## src/pasm_consts.svh

```systemverilog
`ifndef PASM_CONSTS_SVH
`define PASM_CONSTS_SVH

// ****************************************************************
// address map
// ****************************************************************
`define PASM_ADDR_W          32
`define PASM_TOP_BIT         31
`define PASM_SEG_USER_MSB    1'B0
`define PASM_SEG_CACHED      3'H4
`define PASM_SEG_UNCACHED    3'H5
`define PASM_SEG_UPPER       2'H3
`define PASM_USER_OFFSET     32'H4000_0000
`define PASM_LOW_MASK        32'H1FFF_FFFF
`define PASM_TOP_CLEAR       32'H7FFF_FFFF
`define PASM_RESET_VECTOR    32'HBFC0_0000
`define PASM_RESET_PHYS      32'H1FC0_0000
`define PASM_UPPER_LIMIT     32'HFEFF_FFFF
`define PASM_GAP_LO          32'H2000_0000
`define PASM_GAP_HI          32'H3FFF_FFFF

`endif

```

## src/pasm_pkg.sv

```systemverilog
package pasm_pkg;
  typedef enum logic [2:0] {
    PASM_SEG_USER,
    PASM_SEG_CACHED_KERNEL,
    PASM_SEG_UNCACHED_KERNEL,
    PASM_SEG_UPPER_KERNEL,
    PASM_SEG_RESERVED
  } pasm_seg_t;
endpackage

```

## src/pasm_map.sv

```systemverilog
`timescale 1ns/100ps
`include "pasm_consts.svh"

module pasm_map
  import pasm_pkg::*;
#(
  parameter bit HAS_XLAT         = 1'b0,
  parameter bit HAS_RESERVED_TOP = 1'b0
) (
  input  wire logic                    sys_clk,
  input  wire logic                    rst_b,
  input  wire logic [31:0]             prog_addr,
  input  wire logic                    req_valid,
  input  wire logic                    mode_to_user,
  input  wire logic                    mode_to_kernel,
  input  wire logic                    insn_privileged,
  input  wire logic                    insn_coproc_access,
  input  wire logic                    coproc_user_enable,
  input  wire logic [31:0]             xlat_phys_addr,
  input  wire logic                    xlat_cacheable,
  input  wire logic                    xlat_fault,
  output logic                         user_mode,
  output logic [31:0]                  reset_fetch_addr,
  output logic [31:0]                  phys_addr,
  output logic                         cacheable,
  output logic                         addr_error,
  output logic                         insn_illegal,
  output logic                         mem_req,
  output logic                         xlat_req,
  output pasm_pkg::pasm_seg_t          seg
);
  import pasm_pkg::*;

  // ****************************************************************
  // elaboration checks
  // ****************************************************************
  initial begin
    if (`PASM_ADDR_W != 32) begin
      $error("pasm_map serves 32-bit program addresses only");
    end
  end

  // ****************************************************************
  // segment decode
  // ****************************************************************
  pasm_seg_decode #(
    .HAS_RESERVED_TOP (HAS_RESERVED_TOP)
  ) u_dec (
    .prog_addr (prog_addr),
    .seg       (seg)
  );

  // ****************************************************************
  // privilege mode
  // ****************************************************************
  // kernel on reset
  always_ff @(posedge sys_clk) begin
    if (!rst_b) begin
      user_mode <= 1'b0;
    end else if (mode_to_kernel) begin
      // kernel entry from a trap beats a return to user
      user_mode <= 1'b0;
    end else if (mode_to_user) begin
      user_mode <= 1'b1;
    end
  end

  always_ff @(posedge sys_clk) begin
    if (!rst_b) begin
      reset_fetch_addr <= `PASM_RESET_VECTOR;
    end else begin
      reset_fetch_addr <= `PASM_RESET_VECTOR;
    end
  end

  // ****************************************************************
  // translation and attributes
  // ****************************************************************
  logic use_xlat;
  logic priv_error;

  always_comb begin
    use_xlat  = 1'b0;
    phys_addr = prog_addr;
    cacheable = 1'b0;
    unique case (seg)
      PASM_SEG_USER: begin
        if (HAS_XLAT) begin
          use_xlat  = 1'b1;
          phys_addr = xlat_phys_addr;
          cacheable = xlat_cacheable;
        end else begin
          phys_addr = prog_addr + `PASM_USER_OFFSET;
          cacheable = 1'b1;
        end
      end
      PASM_SEG_CACHED_KERNEL: begin
        phys_addr = prog_addr & `PASM_TOP_CLEAR;
        cacheable = 1'b1;
      end
      PASM_SEG_UNCACHED_KERNEL: begin
        phys_addr = prog_addr & `PASM_LOW_MASK;
        cacheable = 1'b0;
      end
      PASM_SEG_UPPER_KERNEL: begin
        if (HAS_XLAT) begin
          use_xlat  = 1'b1;
          phys_addr = xlat_phys_addr;
          cacheable = xlat_cacheable;
        end else begin
          phys_addr = prog_addr;
          cacheable = 1'b1;
        end
      end
      PASM_SEG_RESERVED: begin
        // on-chip register window, uncached and untranslated
        phys_addr = prog_addr;
        cacheable = 1'b0;
      end
      default: begin
        phys_addr = prog_addr;
        cacheable = 1'b0;
      end
    endcase
  end

  // ****************************************************************
  // traps and request gating
  // ****************************************************************
  // top bit in user mode
  assign priv_error   = user_mode && prog_addr[`PASM_TOP_BIT];
  assign addr_error   = req_valid && (priv_error || (use_xlat && xlat_fault));

  assign insn_illegal = user_mode &&
                        (insn_privileged || (insn_coproc_access && !coproc_user_enable));

  assign mem_req  = req_valid && !addr_error;
  assign xlat_req = req_valid && use_xlat && !priv_error;

  // ****************************************************************
  // checks
  // ****************************************************************
  AST_USER_TRAP: assert property (@(posedge sys_clk) disable iff (!rst_b)
    (req_valid && user_mode && prog_addr[31]) |-> (addr_error && !mem_req))
    else $error("user access to kernel address not trapped");

  AST_USER_OK: assert property (@(posedge sys_clk) disable iff (!rst_b)
    (req_valid && !prog_addr[31] && !HAS_XLAT) |-> mem_req)
    else $error("legal user-segment access suppressed");

  AST_USER_OFFSET: assert property (@(posedge sys_clk) disable iff (!rst_b)
    (!HAS_XLAT && !prog_addr[31]) |-> (phys_addr == prog_addr + `PASM_USER_OFFSET))
    else $error("user segment offset wrong");

  AST_CACHED_MAP: assert property (@(posedge sys_clk) disable iff (!rst_b)
    (prog_addr[31:29] == `PASM_SEG_CACHED) |->
      (phys_addr == {3'H0, prog_addr[28:0]} && cacheable))
    else $error("cached kernel mapping wrong");

  AST_UNCACHED_MAP: assert property (@(posedge sys_clk) disable iff (!rst_b)
    (prog_addr[31:29] == `PASM_SEG_UNCACHED) |->
      (phys_addr == {3'H0, prog_addr[28:0]} && !cacheable))
    else $error("uncached kernel mapping wrong");

  AST_RESET_VECTOR: assert property (@(posedge sys_clk) disable iff (!rst_b)
    (reset_fetch_addr & `PASM_LOW_MASK) == `PASM_RESET_PHYS)
    else $error("reset vector not at boot physical address");

  AST_KERNEL_NO_TRAP: assert property (@(posedge sys_clk) disable iff (!rst_b)
    (!user_mode && !use_xlat) |-> !addr_error)
    else $error("kernel mode address trapped");

  AST_RESET_KERNEL: assert property (@(posedge sys_clk)
    !rst_b |=> !user_mode)
    else $error("reset did not enter kernel mode");

  AST_UPPER_PASS: assert property (@(posedge sys_clk) disable iff (!rst_b)
    (!HAS_XLAT && seg == PASM_SEG_UPPER_KERNEL) |-> (phys_addr == prog_addr))
    else $error("upper kernel segment altered");

  AST_NO_GAP: assert property (@(posedge sys_clk) disable iff (!rst_b)
    !HAS_XLAT |-> !(phys_addr >= `PASM_GAP_LO && phys_addr <= `PASM_GAP_HI))
    else $error("physical address in gap");

  AST_COPROC: assert property (@(posedge sys_clk) disable iff (!rst_b)
    (user_mode && insn_coproc_access && !coproc_user_enable) |-> insn_illegal)
    else $error("withheld coprocessor access not illegal");

  AST_XLAT_ROUTE: assert property (@(posedge sys_clk) disable iff (!rst_b)
    (HAS_XLAT && req_valid && !prog_addr[31]) |-> xlat_req)
    else $error("user segment not sent to translation unit");

  AST_MODE_STICK: assert property (@(posedge sys_clk) disable iff (!rst_b)
    (!mode_to_user && !mode_to_kernel) |=> (user_mode == $past(user_mode)))
    else $error("mode changed without request");

  // ****************************************************************
  // segment, mode and routing checks
  // ****************************************************************
  // upper segment trap
  AST_UPPER_KERNEL_ONLY: assert property (@(posedge sys_clk) disable iff (!rst_b)
    (req_valid && user_mode && prog_addr[31:30] == `PASM_SEG_UPPER) |->
      addr_error)
    else $error("user access to upper kernel segment not trapped");

  AST_ERR_NO_REQ: assert property (@(posedge sys_clk) disable iff (!rst_b)
    addr_error |->
      !mem_req)
    else $error("memory request issued with address error");

  AST_IDLE_QUIET: assert property (@(posedge sys_clk) disable iff (!rst_b)
    !req_valid |->
      (!mem_req && !addr_error && !xlat_req))
    else $error("request or error without a valid access");

  AST_KERNEL_SAME_MAP: assert property (@(posedge sys_clk) disable iff (!rst_b)
    (!HAS_XLAT && !user_mode && !prog_addr[31]) |->
      (phys_addr == prog_addr + `PASM_USER_OFFSET))
    else $error("kernel view of user segment differs");

  AST_USER_NO_TRAP_LOW: assert property (@(posedge sys_clk) disable iff (!rst_b)
    (!HAS_XLAT && user_mode && req_valid && !prog_addr[31]) |->
      !addr_error)
    else $error("user segment access trapped in user mode");

  AST_CACHED_ATTR: assert property (@(posedge sys_clk) disable iff (!rst_b)
    (seg == PASM_SEG_CACHED_KERNEL) |->
      cacheable)
    else $error("cached kernel segment not cacheable");

  AST_UNCACHED_ATTR: assert property (@(posedge sys_clk) disable iff (!rst_b)
    (seg == PASM_SEG_UNCACHED_KERNEL) |->
      !cacheable)
    else $error("uncached kernel segment cacheable");

  AST_SEG_USER: assert property (@(posedge sys_clk) disable iff (!rst_b)
    !prog_addr[31] |->
      (seg == PASM_SEG_USER))
    else $error("low half not decoded as user segment");

  AST_SEG_UPPER: assert property (@(posedge sys_clk) disable iff (!rst_b)
    (!HAS_RESERVED_TOP && prog_addr[31:30] == `PASM_SEG_UPPER) |->
      (seg == PASM_SEG_UPPER_KERNEL))
    else $error("upper quarter not decoded as upper kernel segment");

  AST_RESERVED_WINDOW: assert property (@(posedge sys_clk) disable iff (!rst_b)
    (HAS_RESERVED_TOP && prog_addr > `PASM_UPPER_LIMIT) |->
      (seg == PASM_SEG_RESERVED && phys_addr == prog_addr && !cacheable))
    else $error("reserved top window mishandled");

  AST_NO_RESERVED: assert property (@(posedge sys_clk) disable iff (!rst_b)
    !HAS_RESERVED_TOP |->
      (seg != PASM_SEG_RESERVED))
    else $error("reserved window decoded with option off");

  AST_XLAT_UPPER: assert property (@(posedge sys_clk) disable iff (!rst_b)
    (HAS_XLAT && req_valid && !user_mode && seg == PASM_SEG_UPPER_KERNEL) |->
      (xlat_req && phys_addr == xlat_phys_addr))
    else $error("upper segment not sent to translation unit");

  AST_NO_XLAT_BASE: assert property (@(posedge sys_clk) disable iff (!rst_b)
    !HAS_XLAT |->
      !xlat_req)
    else $error("translation request in base variant");

  AST_XLAT_FAULT: assert property (@(posedge sys_clk) disable iff (!rst_b)
    (xlat_req && xlat_fault) |->
      addr_error)
    else $error("translation fault not reported");

  AST_MODE_TO_USER: assert property (@(posedge sys_clk) disable iff (!rst_b)
    (mode_to_user && !mode_to_kernel) |=>
      user_mode)
    else $error("user entry request ignored");

  AST_MODE_TO_KERNEL: assert property (@(posedge sys_clk) disable iff (!rst_b)
    mode_to_kernel |=>
      !user_mode)
    else $error("kernel entry request ignored");

  AST_INSN_KERNEL_OK: assert property (@(posedge sys_clk) disable iff (!rst_b)
    !user_mode |->
      !insn_illegal)
    else $error("instruction illegal in kernel mode");

  AST_INSN_PRIV: assert property (@(posedge sys_clk) disable iff (!rst_b)
    (user_mode && insn_privileged) |->
      insn_illegal)
    else $error("privileged instruction allowed in user mode");

  AST_VECTOR_CONST: assert property (@(posedge sys_clk) disable iff (!rst_b)
    1'b1 |->
      (reset_fetch_addr == `PASM_RESET_VECTOR))
    else $error("reset fetch address moved");

  // user range 1 to 3 Gbytes
  AST_USER_RANGE: assert property (@(posedge sys_clk) disable iff (!rst_b)
    (!HAS_XLAT && seg == PASM_SEG_USER) |->
      (phys_addr[31:30] == 2'H1 || phys_addr[31:30] == 2'H2))
    else $error("user physical address outside 1 to 3 Gbytes");
endmodule

```

## src/pasm_seg_decode.sv

```systemverilog
`timescale 1ns/100ps
`include "pasm_consts.svh"

module pasm_seg_decode
  import pasm_pkg::*;
#(
  parameter bit HAS_RESERVED_TOP = 1'b0
) (
  input  wire logic [31:0]        prog_addr,
  output pasm_pkg::pasm_seg_t     seg
);
  import pasm_pkg::*;

  always_comb begin
    if (prog_addr[31] == `PASM_SEG_USER_MSB) begin
      seg = PASM_SEG_USER;
    end else if (prog_addr[31:29] == `PASM_SEG_CACHED) begin
      seg = PASM_SEG_CACHED_KERNEL;
    end else if (prog_addr[31:29] == `PASM_SEG_UNCACHED) begin
      seg = PASM_SEG_UNCACHED_KERNEL;
    end else if (HAS_RESERVED_TOP && (prog_addr > `PASM_UPPER_LIMIT)) begin
      // top 16 Mbytes left for on-chip registers and emulator
      seg = PASM_SEG_RESERVED;
    end else begin
      seg = PASM_SEG_UPPER_KERNEL;
    end
  end
endmodule

```

## config.mk

```make
export PLATFORM = sky130hd
export DESIGN_NAME = pasm_map
export DESIGN_NICKNAME = d
export VERILOG_FILES = /design/src/pasm_pkg.sv /design/src/pasm_map.sv /design/src/pasm_seg_decode.sv
export VERILOG_INCLUDE_DIRS = /design/src
export SDC_FILE = /design/constraint.sdc
export NUM_CORES = 1
export LEC_CHECK = 0
export ABC_AREA = 0
export BUFFER_PORTS_ARGS = -buffer_cell sky130_fd_sc_hd__buf_2
export CORE_MARGIN = 3
export CORE_UTILIZATION = 21
export DETAILED_ROUTE_END_ITERATION = 10
export PLACE_DENSITY = 0.78
export SETUP_SLACK_MARGIN = 0.2
export SLEW_MARGIN = 0
export SYNTH_ARGS = -nofsm -noshare
export SYNTH_HDL_FRONTEND = slang
export SYNTH_SLANG_ARGS = --single-unit
```

## constraint.sdc

```tcl
create_clock -name sys_clk -period 0.85 [get_ports sys_clk]
set_input_delay 0.085 -clock sys_clk [delete_from_list [all_inputs] [get_ports sys_clk]]
set_output_delay 0.085 -clock sys_clk [all_outputs]
set_load 0.02 [all_outputs]
```

* Word level (Yosys, flattened, before mapping)
Cells that the tools add are included.
** Word-level totals
- Bits in registers :: 1
** Operators by class
- Bitwise logic cells :: 1
- Add/sub/neg operators :: 1
- Equal/unequal tests :: 5
- Reduce and logical (&&, ||, !) cells :: 11
- Mux-type cells :: 5
** Operators by type and width (number)
- $pmux 32 s3 :: 1
- $add 32x31->32 const B :: 1
- $eq 3x2->1 const B :: 2
- $eq 3x3->1 const B :: 2
- $mux 3 :: 2
- $logic_and 1x1->1 :: 5
- $eq 3x1->1 const B :: 1
- $logic_not 3->1 :: 1
- $reduce_or 3->1 :: 1
- $logic_not 1->1 :: 2
- $mux 1 :: 2
- $reduce_or 2->1 :: 1
- $logic_or 1x1->1 :: 1
- $not 1->1 :: 1

* Logic depth before layout (Yosys ltp)
- Depth after elaboration :: 7
- Depth in mapped cells :: 2
- Mapped depth without buffers :: 2

* Hierarchy
From an unflattened synthesis, not the netlist that was laid out.
** Second synthesis, totals
- Cells, all modules :: 88
- Area, all modules :: 631.9 µm²
** Modules (own cells, without submodules)
- pasm_map :: area an instance 601.8 µm², cells an instance 83, instances 1
- pasm_seg_decode :: area an instance 30.0 µm², cells an instance 5, instances 1

* Worst setup path before layout
No wires, ideal clock.
- Kind :: register -> output
- From :: register user_mode
- To :: output mem_req
- Cell stages (with the launch flop) :: 2
- Path slack :: -0.144 ns
- Arrival :: 0.909 ns
- Path through :: dfxtp_1 > a21boi_0
** On the way
- Longest elaborated chain between the ends :: 4
** Ends and longest elaborated chain
- start: declaration :: line pasm_map.sv:22 : output logic user_mode,
- start signal: assignment :: line pasm_map.sv:59 : user_mode <= 1'b0;
- start signal: assignment :: line pasm_map.sv:62 : user_mode <= 1'b0;
- start signal: assignment :: line pasm_map.sv:64 : user_mode <= 1'b1;
- $logic_and 1x1->1 :: line pasm_map.sv:131 : assign priv_error = user_mode && prog_addr[`PASM_TOP_BIT];
- $logic_and 1x1->1 :: line pasm_map.sv:132 : assign addr_error = req_valid && (priv_error || (use_xlat && xlat_fault));
- $logic_not 1->1 :: line pasm_map.sv:137 : assign mem_req = req_valid && !addr_error;
- $logic_and 1x1->1 :: line pasm_map.sv:137
- end: declaration :: line pasm_map.sv:28 : output logic mem_req,
No other way between the ends.

* Final worst setup path
- From :: register user_mode
- To :: output addr_error
** On the way
- Longest elaborated chain between the ends :: 2
** Ends and longest elaborated chain
- $logic_and 1x1->1 :: line pasm_map.sv:131
- $logic_and 1x1->1 :: line pasm_map.sv:132
- end: declaration :: line pasm_map.sv:26 : output logic addr_error,
No other way between the ends.

==> run metrics <==
status=finished, final reports clean; Post-Syn Area per Cell=7.38 µm²; first-pass GRT wire length=793 µm; clk_lat worst skew=0 ps; Slew Limit Fails=0; RSZ-0062 raised after global routing=true; total of max-cap violations=0; source of the critical timing path=user_mode$_SDFFE_PP0P_; Worst Setup Path Type=reg -> out; CP endpoint kind=output port; final worst-path cycle share=85.9%; via count=295; switching power=0.207 mW; final setup vio count=0; initial antenna violation count=0; grt ovf=0; fin nets=143; ANT nets after route=0; Synth top area share=81.1%; setup slack, reg-to-reg=200 ps; CP Max Fanout=5; Hold Vio Cnt, Final=0; # diodes=0; Synth area leader=buf_4; reg2reg start=user_mode$_SDFFE_PP0P_; WP data arrival=650 ps; DRT Wirelength=793 µm; Top Ports=147; Mapped Cells=79; final total power=0.324 mW; Largest register FFs=1; DRT Pass-1 Iters=2; WL per Instance=8.18 µm; GR Util All Layers=2.84%; clock network power share=0%; Comb pwr share=83.6%; IO Port Bufs=20; maximum VDD drop=278 µV; area of the core=2570 µm²; Area Overhead vs Synth=-28.3%; pwr/cell area=774 nW/µm²; Seq pwr share=16.4%; Setup Fix Bufs, Post-CTS=0; row cnt=18; largest net degree at the start of global routing=8; Worst Path Required=760 ps; DRT iter0 DRCs=2; total DRC errors in the routed layout=0; CTS clk-pin slew, worst paths=0 ps; Final Wtd Congestion=0.596; vias per inst=3.04; Yosys cell types=14; Setup Skew=0 ps; commonest cells after routing, fill and taps aside=conb_1 (34), buf_2 (13), buf_4 (4); CTS Hold Bufs=0; Yosys warning total=0; FF-to-FF path depth=2; share of cells above drive strength 1=38.8%; filler cell count in the final layout=300; Int Power=0.116 mW; fmax=1370 MHz; FF-to-FF End=user_mode$_SDFFE_PP0P_; Synth area leaders=buf_4 (81%), dfxtp_1 (3.4%), a21boi_1 (2.6%); Die Y=58.7 µm; Die W=58.7 µm; startpoint types=flop; worst hold path class=in -> out; Largest regs=user_mode x1; Period minus WS final=730 ps; Cell Area, Synth=583 µm²; post-route setup TNS=0 ps; Fin Hold WS=170 ps; most common cell after layout, fill and taps aside=conb_1; Yosys reg bits=1; hpwl dp=714 µm; Worst Setup EP=addr_error; switching share of power=64.1%; via count of the first global-routing pass=189; Top reg by flops=user_mode; Starting Density=22.7%; die area=3440 µm²; register area share after synthesis=3.43%; Pleak=0.246 nW
[worst max-delay path, cell delays in order (launching register included)]
cell and delay [ps]:
dfxtp_4 360, and3_4 180, buf_6 110
[power by group through the flow]
stage / sequential (mW) / combinational, mW / clock, mW
5_1_grt: 0.0540 / 0.288 / 0
6_report: 0.0531 / 0.270 / 0
3_5_place_dp: 0.0536 / 0.250 / 0
2_1_floorplan: 0.0551 / 0.511 / 0
4_1_cts: 0.0535 / 0.264 / 0
3_3_place_gp: 0.0534 / 0.248 / 0
[synth_stat cells, drive strengths merged]
master and number:
buf 63, clkbuf 1, and3 1, o21a 2, nor2 1, a21boi 3
conb 2, nor2b 1, nor3b 1, xnor2 1, nand3 1, dfxtp 1
inv 1
[worst min-delay path by stage]
stage / from / to / slack, ps / cells after the start
6_report: prog_addr[24] / phys_addr[24] / 170 / 0
2_1_floorplan: mode_to_kernel / user_mode$_SDFFE_PP0P_ / 150 / 1
3_3_place_gp: prog_addr[12] / phys_addr[12] / 170 / 0
5_1_grt: prog_addr[25] / phys_addr[25] / 170 / 0
3_5_place_dp: prog_addr[12] / phys_addr[12] / 170 / 0
4_1_cts: prog_addr[12] / phys_addr[12] / 170 / 0
[per-layer routing]
| layer | vias up | part of all wire (%) | track usage (%) |
|---|---|---|---|
| li1 | 120 | - | - |
| met1 | 114 | 20 | 1.70 |
| met2 | 51 | 48 | 5.74 |
| met3 | 10 | 27 | 1.75 |
| met4 | 0 | 4.3 | 1.94 |
| met5 | - | 0 | 0 |
[cell type report]
cell class                      count  area [µm²]  share of cell area [%]
Tap cell                           30        37.5                    8.98
Timing Repair Buffer               20         129                    30.8
Multi-Input combinational cell     45         224                    53.6
Inverter                            1        3.75                   0.898
Sequential cell                     1        23.8                    5.69
[stage by stage]
| stage | instance area, µm² | std cells | utilization (%) | setup WS (ps) |
|---|---|---|---|---|
| 2_1_floorplan | 724 | 111 | - | 157 |
| 3_3_place_gp | 385 | 97 | 15.0 | 75.7 |
| 4_1_cts | 412 | 97 | 16.0 | 111 |
| 6_report | 418 | 97 | 16.3 | 120 |
| 3_5_place_dp | 385 | 97 | 15.0 | 74.2 |
| 5_1_grt | 418 | 97 | 16.3 | 102 |
[cell families after synthesis]
logic type             share of synthesized area, %
other                                          1.29
XOR/XNOR                                       1.50
AO/OA/AOI/OAI                                  6.44
AND/OR/NAND/NOR                                4.94
flip-flops                                     3.43
buffers and inverters                          82.4
[timing repair]
| item | CTS | global route |
|---|---|---|
| pin swaps | 0 | 1 |
| resized for setup | 9 | 3 |
| setup endpoints to repair | 7 | 7 |
No activity file was read; power rests on OpenSTA's default activity.
